--- src/design/ifeb_consts.svh ---
// register offsets, field positions and reset values of the interrupt flag bank
`ifndef IFEB_CONSTS_SVH
`define IFEB_CONSTS_SVH
`define IFEB_OFF_EDGE 12'h000
`define IFEB_OFF_CTL0 12'h004
`define IFEB_OFF_CTL1 12'h008
`define IFEB_OFF_GRP0 12'h00C
`define IFEB_OFF_GRP1 12'h010
`define IFEB_OFF_EVST 12'h014
`define IFEB_OFF_EVEN 12'h018
`define IFEB_OFF_EVCLR 12'h01C
`define IFEB_OFF_VARIANT 12'h020
`define IFEB_RST_BYTE 8'h00
`define IFEB_EDGE_MASK 8'h0F
`define IFEB_CTL0_MASK 8'h7F
`define IFEB_CTL1_MASK 8'hDD
`define IFEB_GRP0_MASK 8'h33
`define IFEB_GRP1_MASK 8'h77
`define IFEB_C0_EMI 0
`define IFEB_C0_PA_EN 1
`define IFEB_C0_PB_EN 2
`define IFEB_C0_G0_EN 3
`define IFEB_C0_PA_FL 4
`define IFEB_C0_PB_FL 5
`define IFEB_C0_G0_FL 6
`define IFEB_C1_G1_EN 0
`define IFEB_C1_TB_EN 2
`define IFEB_C1_LV_EN 3
`define IFEB_C1_G1_FL 4
`define IFEB_C1_TB_FL 6
`define IFEB_C1_LV_FL 7
`define IFEB_NUM_EVT 8
`endif

--- src/design/ifeb_pkg.sv ---
// types shared by the interrupt flag bank
package ifeb_pkg;
    typedef enum logic [3:0] {
        IFEB_EDGE_OFF = 4'b0001,
        IFEB_EDGE_RISE = 4'b0010,
        IFEB_EDGE_FALL = 4'b0100,
        IFEB_EDGE_BOTH = 4'b1000
    } ifeb_edge_t;
    typedef logic [7:0] ifeb_byte_t;
endpackage : ifeb_pkg

--- src/design/ifeb_edge_det.sv ---
// edge detector for one external interrupt pin
`timescale 1ns/1ps
module ifeb_edge_det (
    input wire logic pclk,
    input wire logic presetn,
    input wire logic pin,
    input wire logic [1:0] sel,
    output logic hit
);
    import ifeb_pkg::*;
    logic prev_reg;
    logic prev_next;
    ifeb_edge_t mode;
    // decode the two-bit selector into a mode
    always_comb begin
        case (sel)
            2'h1: mode = IFEB_EDGE_RISE;
            2'h2: mode = IFEB_EDGE_FALL;
            2'h3: mode = IFEB_EDGE_BOTH;
            default: mode = IFEB_EDGE_OFF;
        endcase
        prev_next = pin;
    end
    // pulse on the selected transition
    always_comb begin
        case (mode)
            IFEB_EDGE_RISE: hit = pin & ~prev_reg;
            IFEB_EDGE_FALL: hit = ~pin & prev_reg;
            IFEB_EDGE_BOTH: hit = pin ^ prev_reg;
            default: hit = 1'b0;
        endcase
    end
    // previous pin level
    always_ff @(posedge pclk or negedge presetn) begin
        if (!presetn) begin
            prev_reg <= 1'b0;
        end else begin
            prev_reg <= prev_next;
        end
    end
endmodule : ifeb_edge_det

--- src/design/ifeb_flag_reg.sv ---
// one byte register with hardware set terms that win over software writes
`timescale 1ns/1ps
module ifeb_flag_reg #(
    parameter logic [7:0] MASK = 8'hFF
) (
    input wire logic pclk,
    input wire logic presetn,
    input wire logic wr,
    input wire logic [7:0] wdata,
    input wire logic [7:0] hw_set,
    input wire logic [7:0] hw_clr,
    output logic [7:0] q
);
    logic [7:0] q_next;
    // write, then hardware clear, then hardware set on top
    always_comb begin
        q_next = wr ? wdata : q;
        q_next = q_next & ~hw_clr;
        q_next = (q_next | hw_set) & MASK;
    end
    // storage, cleared at reset
    always_ff @(posedge pclk or negedge presetn) begin
        if (!presetn) begin
            q <= 8'h00;
        end else begin
            q <= q_next;
        end
    end
endmodule : ifeb_flag_reg

--- src/design/ifeb_bank.sv ---
// interrupt flag and enable bank with apb register access
// Notes on behaviour
// - pin a selector: 00 off, 01 rising, 10 falling, 11 both edges.
// - pin b selector sits in edge bits 3..2, same coding.
// - edge register bits 7..4 read zero.
// - in the grouped variant every source has one enable bit and one request flag.
// - control 0: g0 flag 6, b flag 5, a flag 4, enables 3..1, global 0.
// - control 1: lv flag 7, tb flag 6, g1 flag 4, enables 3, 2, 0.
// - hardware sets flags; software reads and writes the edge, control, group and event enable bits; event status only clears through the clear register.
// - control 0 bit 7 and control 1 bits 5, 1 read zero.
// - sources: two pins, timer matches, time base, low voltage.
// - ungrouped variant puts timer1 p and a matches in group slots.
// - group 0: timer0 a flag 5, p flag 4, enables 1, 0.
// - group 1: timer1 b, a, p flags 6..4, enables 2..0.
// - a set control 0/1 flag raises core_irq only when its enable is one; group member enables gate nothing.
// - global enable low blocks core_irq; event_irq is not gated by it.
`timescale 1ns/1ps
`include "ifeb_consts.svh"
module ifeb_bank #(
    parameter logic GROUPED = 1'b1
) (
    input wire logic pclk,
    input wire logic presetn,
    input wire logic psel,
    input wire logic penable,
    input wire logic pwrite,
    input wire logic [11:0] paddr,
    input wire logic [31:0] pwdata,
    output logic [31:0] prdata,
    output logic pready,
    output logic pslverr,
    input wire logic ext_pin_a,
    input wire logic ext_pin_b,
    input wire logic timer0_match_a,
    input wire logic timer0_match_p,
    input wire logic timer1_match_a,
    input wire logic timer1_match_p,
    input wire logic timer1_match_b,
    input wire logic timebase_tick,
    input wire logic low_voltage_detector,
    input wire logic irq_ack,
    output logic core_irq,
    output logic event_irq
);
    import ifeb_pkg::*;
    ifeb_byte_t edge_q, ctl0_q, ctl1_q, grp0_q, grp1_q, evst_q, even_q;
    ifeb_byte_t ctl0_set, ctl1_set, grp0_set, grp1_set, evst_set, ctl0_clr, evst_clr;
    logic hit_a, hit_b, acc, wr, rd_ok;
    logic wr_edge, wr_ctl0, wr_ctl1, wr_grp0, wr_grp1, wr_even, wr_evclr;
    logic g0_rise, g1_rise, pend;
    logic [31:0] prdata_next;
    logic pready_next, pslverr_next, core_irq_next, event_irq_next;

    ////////////////////////////////////////////////////////////////////////
    // apb decode: access phase with one wait cycle, unmapped addresses get pslverr
    assign acc = psel & penable & ~pready;
    assign wr = acc & pwrite & rd_ok;
    assign wr_edge = wr & (paddr == `IFEB_OFF_EDGE);
    assign wr_ctl0 = wr & (paddr == `IFEB_OFF_CTL0);
    assign wr_ctl1 = wr & (paddr == `IFEB_OFF_CTL1);
    assign wr_grp0 = wr & (paddr == `IFEB_OFF_GRP0) & GROUPED;
    assign wr_grp1 = wr & (paddr == `IFEB_OFF_GRP1) & GROUPED;
    assign wr_even = wr & (paddr == `IFEB_OFF_EVEN);
    assign wr_evclr = wr & (paddr == `IFEB_OFF_EVCLR);

    // read mux; unimplemented bits are masked off in each register
    always_comb begin
        rd_ok = 1'b1;
        prdata_next = 32'h0000_0000;
        case (paddr)
            `IFEB_OFF_EDGE: prdata_next[7:0] = edge_q;
            `IFEB_OFF_CTL0: prdata_next[7:0] = ctl0_q;
            `IFEB_OFF_CTL1: prdata_next[7:0] = ctl1_q;
            `IFEB_OFF_GRP0: prdata_next[7:0] = grp0_q;
            `IFEB_OFF_GRP1: prdata_next[7:0] = grp1_q;
            `IFEB_OFF_EVST: prdata_next[7:0] = evst_q;
            `IFEB_OFF_EVEN: prdata_next[7:0] = even_q;
            `IFEB_OFF_EVCLR: prdata_next[7:0] = 8'h00;
            `IFEB_OFF_VARIANT: prdata_next[0] = GROUPED;
            default: rd_ok = 1'b0;
        endcase
        if (!acc || pwrite) begin
            prdata_next = 32'h0000_0000;
        end
        pready_next = acc;
        pslverr_next = acc & ~rd_ok;
    end

    ////////////////////////////////////////////////////////////////////////
    // external pin edge detectors
    ifeb_edge_det u_pin_a (
        .pclk(pclk),
        .presetn(presetn),
        .pin(ext_pin_a),
        .sel(edge_q[1:0]),
        .hit(hit_a)
    );
    ifeb_edge_det u_pin_b (
        .pclk(pclk),
        .presetn(presetn),
        .pin(ext_pin_b),
        .sel(edge_q[3:2]),
        .hit(hit_b)
    );

    ////////////////////////////////////////////////////////////////////////
    // set terms from sources; group flag follows rising of any member flag
    assign g0_rise = GROUPED & |(grp0_set & ~grp0_q & 8'h30);
    assign g1_rise = GROUPED & |(grp1_set & ~grp1_q & 8'h70);
    always_comb begin
        grp0_set = {2'b00, timer0_match_a, timer0_match_p, 4'h0};
        grp1_set = {1'b0, timer1_match_b, timer1_match_a, timer1_match_p, 4'h0};
        ctl0_set = 8'h00;
        ctl1_set = 8'h00;
        ctl0_set[`IFEB_C0_PA_FL] = hit_a;
        ctl0_set[`IFEB_C0_PB_FL] = hit_b;
        ctl0_set[`IFEB_C0_G0_FL] = GROUPED ? g0_rise : timer1_match_p;
        ctl1_set[`IFEB_C1_G1_FL] = GROUPED ? g1_rise : timer1_match_a;
        ctl1_set[`IFEB_C1_TB_FL] = timebase_tick;
        ctl1_set[`IFEB_C1_LV_FL] = low_voltage_detector;
        ctl0_clr = 8'h00;
        ctl0_clr[`IFEB_C0_EMI] = irq_ack; // core clears global enable on entry
        evst_set = ctl0_set & 8'h70 | {ctl1_set[7:6], 2'b00, ctl1_set[4], 3'b000};
        evst_set[0] = g0_rise | g1_rise;
        evst_clr = wr_evclr ? pwdata[7:0] : 8'h00;
    end

    ////////////////////////////////////////////////////////////////////////
    // register storage; hardware set wins over a write in the same cycle
    ifeb_flag_reg #(.MASK(`IFEB_EDGE_MASK)) u_edge (
        .pclk(pclk), .presetn(presetn), .wr(wr_edge), .wdata(pwdata[7:0]),
        .hw_set(8'h00), .hw_clr(8'h00), .q(edge_q)
    );
    ifeb_flag_reg #(.MASK(`IFEB_CTL0_MASK)) u_ctl0 (
        .pclk(pclk), .presetn(presetn), .wr(wr_ctl0), .wdata(pwdata[7:0]),
        .hw_set(ctl0_set), .hw_clr(ctl0_clr), .q(ctl0_q)
    );
    ifeb_flag_reg #(.MASK(`IFEB_CTL1_MASK)) u_ctl1 (
        .pclk(pclk), .presetn(presetn), .wr(wr_ctl1), .wdata(pwdata[7:0]),
        .hw_set(ctl1_set), .hw_clr(8'h00), .q(ctl1_q)
    );
    ifeb_flag_reg #(.MASK(`IFEB_GRP0_MASK)) u_grp0 (
        .pclk(pclk), .presetn(presetn), .wr(wr_grp0), .wdata(pwdata[7:0]),
        .hw_set(GROUPED ? grp0_set : 8'h00), .hw_clr(8'h00), .q(grp0_q)
    );
    ifeb_flag_reg #(.MASK(`IFEB_GRP1_MASK)) u_grp1 (
        .pclk(pclk), .presetn(presetn), .wr(wr_grp1), .wdata(pwdata[7:0]),
        .hw_set(GROUPED ? grp1_set : 8'h00), .hw_clr(8'h00), .q(grp1_q)
    );
    ifeb_flag_reg #(.MASK(8'hFF)) u_evst (
        .pclk(pclk), .presetn(presetn), .wr(1'b0), .wdata(8'h00),
        .hw_set(evst_set), .hw_clr(evst_clr), .q(evst_q)
    );
    ifeb_flag_reg #(.MASK(8'hFF)) u_even (
        .pclk(pclk), .presetn(presetn), .wr(wr_even), .wdata(pwdata[7:0]),
        .hw_set(8'h00), .hw_clr(8'h00), .q(even_q)
    );

    ////////////////////////////////////////////////////////////////////////
    // interrupt request: any enabled flag, gated by the global enable
    always_comb begin
        pend = (ctl0_q[`IFEB_C0_PA_FL] & ctl0_q[`IFEB_C0_PA_EN])
             | (ctl0_q[`IFEB_C0_PB_FL] & ctl0_q[`IFEB_C0_PB_EN])
             | (ctl0_q[`IFEB_C0_G0_FL] & ctl0_q[`IFEB_C0_G0_EN])
             | (ctl1_q[`IFEB_C1_G1_FL] & ctl1_q[`IFEB_C1_G1_EN])
             | (ctl1_q[`IFEB_C1_TB_FL] & ctl1_q[`IFEB_C1_TB_EN])
             | (ctl1_q[`IFEB_C1_LV_FL] & ctl1_q[`IFEB_C1_LV_EN]);
        core_irq_next = pend & ctl0_q[`IFEB_C0_EMI];
        event_irq_next = |(evst_q & even_q);
    end

    // registered outputs
    always_ff @(posedge pclk or negedge presetn) begin
        if (!presetn) begin
            prdata <= 32'h0000_0000;
            pready <= 1'b0;
            pslverr <= 1'b0;
            core_irq <= 1'b0;
            event_irq <= 1'b0;
        end else begin
            prdata <= prdata_next;
            pready <= pready_next;
            pslverr <= pslverr_next;
            core_irq <= core_irq_next;
            event_irq <= event_irq_next;
        end
    end
endmodule : ifeb_bank

--- config.mk ---
export PLATFORM = sky130hd
export DESIGN_NAME = ifeb_bank
export DESIGN_NICKNAME = d
export VERILOG_FILES = /design/src/design/ifeb_pkg.sv /design/src/design/ifeb_edge_det.sv /design/src/design/ifeb_flag_reg.sv /design/src/design/ifeb_bank.sv
export VERILOG_INCLUDE_DIRS = /design/src /design/src/design
export SDC_FILE = /design/constraint.sdc
export NUM_CORES = 1
export LEC_CHECK = 0
export BUFFER_PORTS_ARGS = -buffer_cell sky130_fd_sc_hd__buf_2
export CAP_MARGIN = 15
export CORE_ASPECT_RATIO = 1.5
export CORE_MARGIN = 4
export CORE_UTILIZATION = 40
export DETAILED_ROUTE_END_ITERATION = 6
export HOLD_SLACK_MARGIN = 0.08
export PLACE_DENSITY = 0.63
export SYNTH_ARGS = -nofsm -noshare
export SYNTH_HDL_FRONTEND = slang
export SYNTH_SLANG_ARGS = --single-unit
--- constraint.sdc ---
create_clock -name pclk -period 2.2 [get_ports pclk]
set_input_delay 0.22 -clock pclk [delete_from_list [all_inputs] [get_ports pclk]]
set_output_delay 0.22 -clock pclk [all_outputs]
set_load 0.1 [all_outputs]
==> results of run 1 <==
-- cell type report --
cell class              count  area, sq um  share of cell area
multi-input cells         206         1489              0.3852
flip-flops and latches     57         1428              0.3694
inverters                  20        75.07             0.01942
clock inverters             1        30.03            0.007769
repair buffers             68        417.9              0.1081
well taps                 102        127.6             0.03302
clock buffers              15        297.8             0.07705
-- final timing paths --
check	from	endpoint	slack (ns)	depth (start not counted)
max reg2reg	pready	u_grp0.q[1]	0.21	5
min reg2reg	u_grp1.q[1]	u_grp1.q[1]	0.50	1
max	pready	u_grp0.q[1]	0.21	5
min	low_voltage_detector	u_evst.q[7]	0.10	2
min in group asynchronous	presetn	u_evst.q[7]	0.38	2
max in group asynchronous	presetn	u_ctl0.q[3]	1.15	3
-- critical path: stages (launching register included) --
cell,delay (ns)
sky130_fd_sc_hd__dfrtp_2,0.39
sky130_fd_sc_hd__and3b_1,0.30
sky130_fd_sc_hd__nand4_2,0.22
sky130_fd_sc_hd__buf_4,0.24
sky130_fd_sc_hd__nor3_2,0.35
sky130_fd_sc_hd__mux2_2,0.38
-- per-layer routing --
layer	up-vias	GRT usage	wire length (microns)
met4	0	0.08906	147
met2	98	0.3258	4439
met5	-	0	0
li1	1171	-	-
met3	11	0.03781	503
met1	1226	0.2135	3066
-- cells in the final DEF, fill, tap and decap left out, types with 5 or more instances in the layout --
cell / netlist / layout
sky130_fd_sc_hd__inv_1: 20 / 20
sky130_fd_sc_hd__nand3_1: 11 / 11
sky130_fd_sc_hd__a41oi_1: 7 / 7
sky130_fd_sc_hd__mux2i_1: 10 / 10
sky130_fd_sc_hd__buf_2: 2 / 46
sky130_fd_sc_hd__a21oi_1: 10 / 10
sky130_fd_sc_hd__mux2_2: 14 / 14
sky130_fd_sc_hd__buf_4: 24 / 17
sky130_fd_sc_hd__dfrtp_1: 57 / 56
sky130_fd_sc_hd__o41ai_1: 5 / 5
sky130_fd_sc_hd__clkbuf_8: 0 / 5
sky130_fd_sc_hd__nor2_1: 11 / 11
sky130_fd_sc_hd__nand2_1: 12 / 12
sky130_fd_sc_hd__a22oi_1: 11 / 11
sky130_fd_sc_hd__conb_1: 1 / 24
sky130_fd_sc_hd__o21ai_0: 16 / 16
sky130_fd_sc_hd__mux2_4: 8 / 8
sky130_fd_sc_hd__clkbuf_16: 0 / 9
-- power by group --
group	switching [mW]	total, mW	internal (mW)	leakage, nW
Combinational	0.309	0.377	0.0681	0.971
Clock	0.452	1.48	1.03	0.162
Sequential	0.00286	1.06	1.06	0.721
-- cell families (layout without fill, tap and decap cells) --
group / after synthesis / in the layout / share of synthesized area
other: 1 / 24 / 0.001195
buffers and inverters: 56 / 104 / 0.09884
AOI/OAI and AO/OA: 74 / 74 / 0.1646
muxes: 34 / 34 / 0.1275
DFF: 57 / 57 / 0.4544
and+or+nand+nor: 70 / 70 / 0.1375
adders and majority gates: 4 / 4 / 0.01594
==> flow_summary.yaml, run 1 <==
layout:
  layout.nets: 425
  fin_area_sq_um: 3865
  num_antenna_cells: 0
  biggestRegsByFlops: "prdata x8, u_even.q x8, u_evst.q x8"
  finalNonFillerCells: 469
  fillers: 687
  synthToLayoutAreaGrowth_pct: 23.12
  final_layout_size_suffix_gt1_frac: 0.3052
  core_occupancy_in_the_finished_layout: 0.5077
floorplan:
  start_util: 0.4124
  dieHeight_microns: 116.5
  core-area_sq_um: 7612
  row_count: 39
  die_x_microns: 80.34
  floorplan.die_area_sq_um: 9359
  num_io_pins: 95
critical_path:
  worst_ep_required_time_ns: 2.41
  crit_path_max_fanout: 5
  worst_setup_path_start_kind: "flip-flop"
  worstPathArrival_ns: 2.20
  critPathCaptureType: "flip-flop"
  timing.setup.critical_path_class: "flip-flop to flip-flop"
power:
  fin_total_pwr_mw: 2.917
  vdd_ir_drop_max_mv: 0.3790
  leakage_power_nw: 1.854
  cellPowerDensity_nw_per_um2: 754.8
sta:
  finalMaxSlewViolations: 0
  finalSetupViolCount: 0
  timing.setup.tns_ns: 0
  fmax_mhz: 501.7
  hold_violation_total_from_the_final_report: 0
  worst_hold_slack_ns: 0.1007
  post-route-min-period_ns: 1.993
  fin_skew_ns: 0.004420
  relSlewSlack: 0.5929
  final_critical_path_setup_slack_ns: 0.2066
  post_route_fraction_of_the_period_consumed_by_the_critical_path: 0.9061
  tightest_slew_ns: 0.6107
  rsz0062_at_grt: "no"
clock_tree:
  clock_insertion_delay_worst_skew_ns: 0.32
  cts_inserted_buffers: 9
  cts-hold-fix-buffers: 4
  ctsHtreeMaxLevel: 3
  root_buffer: "sky130_fd_sc_hd__clkbuf_16"
  post_cts_buffers: 0
  worst_setup_hold_path_clk_slew_ns: 0.05
  cts_resized: 0
  cts_buffer_depth: 2
  cts_tree: "built"
  cts_sinks: 57
logic_synthesis:
  async_reset_ff_frac: 1.000
  synth_edf_count: 0
  netlist_area_sq_um: 3139
  yosysSeqAreaShare: 0.4544
  synthFlopType: "sky130_fd_sc_hd__dfrtp_1"
  synth.distinct_cells: 52
  ys_top_cells_by_area: "sky130_fd_sc_hd__dfrtp_1 45%, sky130_fd_sc_hd__buf_4 5.7%, sky130_fd_sc_hd__mux2_2 5.0%, sky130_fd_sc_hd__mux2_4 3.8%, sky130_fd_sc_hd__mux2i_1 3.2%"
  synth_seq_cells: 57
  synth_commonest_cells: "57 x sky130_fd_sc_hd__dfrtp_1, 24 x sky130_fd_sc_hd__buf_4, 20 x sky130_fd_sc_hd__inv_1"
  synthCells: 296
  yosysMostFrequentCell: "sky130_fd_sc_hd__dfrtp_1"
  yosysTopAreaCellShare: 0.4544
  synthesis.yosys.warnings: 0
  syn_area_per_cell_sq_um: 10.61
  synth_top_cell_by_area: "sky130_fd_sc_hd__dfrtp_1"
detailed_routing:
  num_vias: 2506
  drc_errors: 0
  wl_per_cell_microns: 17.39
  drtAntennaViolNets: 0
  first_pass_iters: 4
  detail_route.wirelength_mm: 8.157
  vias_per_cell: 5.343
  dr.first_iter.drc_count: 243
placed_design:
  post_place_worst_slack_ns: 0.1454
  placement.io_buffers: 46
  dpl-instance-area_sq_um: 3497
  routabilityCongestion: 0.8369
  placed_cells_incl_taps: 449
  detailed_place_hpwl_mm: 6.304
run_status:
  status: "complete, no violations"
worst_hold_path:
  min-delay-path-class: "input port to flip-flop"
global_routing:
  grt_max_degree: 24
  gr-usage-all-layers: 0.1855
  initial_antenna_violation_count: 0
  gr-total-overflow: 0
  first_global_vias: 2394
  grt_pass1_wl_mm: 12.72
run:
  maxCapViolations: 0
Note: power is estimated with default switching activity, not from simulation.
==> inputs of run 2 (changes only) <==
Settings changed: ABC_AREA set to 1, PLACE_DENSITY 0.63 to 0.62.
==> run 2 against run 1 <==
First-iteration DRC count shrank 39%. Core utilization shrank 2.3 points. Via count grew 7.5%. Clock power shrank 15%. Total power shrank 9.5%. Sequential share of layout area grew 1.2 points. Sequential power is essentially flat. Worst hold slack gained 0.013 ns.
==> flow_summary.yaml, run 2 <==
worst_hold_path:
  hold_depth: 2
  min_delay_worst_endpoint: "u_grp1.q[5]"
  min-delay-path-class: "input port to flip-flop"
  worst_hold_startpoint: "timer1_match_a"
logic_synthesis:
  synthCells: 391
  synth.distinct_cells: 35
  async_reset_ff_frac: 1.000
  yosysMostFrequentCell: "sky130_fd_sc_hd__nand2_1"
  synth_seq_cells: 57
  synth_edf_count: 0
  synthesis.yosys.warnings: 0
  netlist_area_sq_um: 3194
  synthFlopType: "sky130_fd_sc_hd__dfrtp_1"
  synth_commonest_cells: "99 x sky130_fd_sc_hd__nand2_1, 57 x sky130_fd_sc_hd__dfrtp_1, 47 x sky130_fd_sc_hd__inv_1"
  yosysSeqAreaShare: 0.4465
  yosysTopAreaCellShare: 0.4465
  ys_top_cells_by_area: "sky130_fd_sc_hd__dfrtp_1 45%, sky130_fd_sc_hd__nand2_1 12%, sky130_fd_sc_hd__buf_4 5.9%, sky130_fd_sc_hd__inv_1 5.5%, sky130_fd_sc_hd__nand4_1 4.1%"
  synth_top_cell_by_area: "sky130_fd_sc_hd__dfrtp_1"
  syn_area_per_cell_sq_um: 8.170
sta:
  finalSetupViolCount: 0
  relSlewSlack: 0.5045
  finalMaxSlewViolations: 0
  final_critical_path_setup_slack_ns: 0.5876
  tightest_slew_ns: 0.7433
  post-route-min-period_ns: 1.612
  rsz0062_at_grt: "no"
  hold_violation_total_from_the_final_report: 0
  timing.setup.tns_ns: 0
  fin_skew_ns: 0.003562
  post_route_fraction_of_the_period_consumed_by_the_critical_path: 0.7329
  fmax_mhz: 620.2
  worst_hold_slack_ns: 0.1134
layout:
  core_occupancy_in_the_finished_layout: 0.4847
  synthToLayoutAreaGrowth_pct: 17.00
  mostFrequentLayoutCell: "sky130_fd_sc_hd__nand2_1"
  final_layout_size_suffix_gt1_frac: 0.2094
  num_antenna_cells: 0
  layout.cells.most_common_list: "99 x sky130_fd_sc_hd__nand2_1, 57 x sky130_fd_sc_hd__dfrtp_1, 47 x sky130_fd_sc_hd__inv_1"
  biggestRegsByFlops: "prdata x8, u_even.q x8, u_evst.q x8"
  layout.nets: 510
critical_path:
  worstReg2RegEnd: "u_even.q[7]"
  worst_ep_required_time_ns: 2.40
  timing.setup.critical_path_class: "flip-flop to flip-flop"
  worstPathArrival_ns: 1.82
  worst_setup_path_start_kind: "flip-flop"
  crit_path_max_fanout: 25
  critPathCaptureType: "flip-flop"
  reg2reg_depth: 6
  critical_path.reg2reg.startpoint: "pready"
  r2r_setup_slack_ns: 0.59
global_routing:
  gr-total-overflow: 0
  gr-usage-all-layers: 0.1808
  grt_max_degree: 58
  first_global_vias: 2738
  initial_antenna_violation_count: 0
  grt_pass1_wl_mm: 13.03
run_status:
  status: "complete, no violations"
floorplan:
  die_x_microns: 80.97
  start_util: 0.4143
  core-area_sq_um: 7710
  row_count: 39
  floorplan.die_area_sq_um: 9509
  dieHeight_microns: 117.4
  num_io_pins: 95
detailed_routing:
  dr.first_iter.drc_count: 148
  detail_route.wirelength_mm: 7.946
  wl_per_cell_microns: 14.42
  first_pass_iters: 4
  num_vias: 2695
  drtAntennaViolNets: 0
  drc_errors: 0
  vias_per_cell: 4.891
clock_tree:
  ctsHtreeMaxLevel: 3
  cts_inserted_buffers: 9
  cts_tree: "built"
  worst_setup_hold_path_clk_slew_ns: 0.05
  cts_buffer_depth: 2
  root_buffer: "sky130_fd_sc_hd__clkbuf_16"
  clock_insertion_delay_worst_skew_ns: 0.32
  cts_sinks: 57
power:
  fin_total_pwr_mw: 2.641
  leakage_power_nw: 1.931
  cellPowerDensity_nw_per_um2: 706.7
  vdd_ir_drop_max_mv: 0.3829
run:
  maxCapViolations: 0
placed_design:
  post_place_worst_slack_ns: 0.3419
  placement.io_buffers: 46
  detailed_place_hpwl_mm: 5.772
  routabilityCongestion: 0.8757
-- run 2: worst max-delay path: stages, from the launching register on --
cell and delay (ns):
sky130_fd_sc_hd__dfrtp_1 0.37, sky130_fd_sc_hd__nor2_1 0.16, sky130_fd_sc_hd__inv_2 0.09, sky130_fd_sc_hd__nor2_8 0.37
sky130_fd_sc_hd__nand3_4 0.29, sky130_fd_sc_hd__nand2_1 0.15, sky130_fd_sc_hd__o21ai_2 0.06
-- run 2: cell families after synthesis --
kind of cell,after synthesis,share of synthesized area
adders and majority gates,4,0.01567
DFF,57,0.4465
AOI/OAI and AO/OA,55,0.1058
and+or+nand+nor,191,0.2985
other,1,0.001174
buffers and inverters,83,0.1324
-- run 2: timing repair --
item / 4_1_cts / 5_1_grt
resized for setup: 0 / 0
endpoints found under the hold margin: 19 / 0
setup buffers: 0 / 0
hold buffers: 3 / 0
-- run 2: final cells by class --
| class | count | area [sq um] |
|---|---|---|
| Clock buffer | 13 | 270.3 |
| Fill cell | 789 | 3973 |
| Inverter | 53 | 198.9 |
| Multi-Input combinational cell | 274 | 1431 |
| Sequential cell | 57 | 1426 |
| Tap cell | 102 | 127.6 |
| Timing Repair Buffer | 52 | 282.8 |
-- run 2: metrics by stage --
step | std cells | area (sq um)
floorplan | 414 | 3281
finish | 551 | 3737
detailed placement | 535 | 3437
global placement | 535 | 3437
global route | 551 | 3737
CTS | 551 | 3737
-- run 2: how the worst max path moves through the flow --
| stage | slack, ns | from | end |
|---|---|---|---|
| 4_1_cts | 0.57 | pready | u_edge.q[0] |
| 6_report | 0.59 | pready | u_even.q[7] |
| 2_1_floorplan | 0.35 | pready | u_grp0.q[0] |
| 3_5_place_dp | 0.34 | paddr[9] | u_even.q[7] |
| 3_3_place_gp | 0.34 | paddr[9] | u_even.q[2] |
| 5_1_grt | 0.43 | pready | u_even.q[2] |
-- run 2: per-layer routing --
metal | vias to the layer above | share of wire | GRT usage
met1 | 1248 | 0.39 | 0.2005
met2 | 85 | 0.52 | 0.3040
li1 | 1343 | - | -
met3 | 19 | 0.058 | 0.04985
met5 | - | 0 | 0
met4 | 0 | 0.033 | 0.09831
-- run 2: power by group --
group	internal, mW	switching, mW
combinational	0.0433	0.279
sequential	1.06	0.00392
clock	0.831	0.425
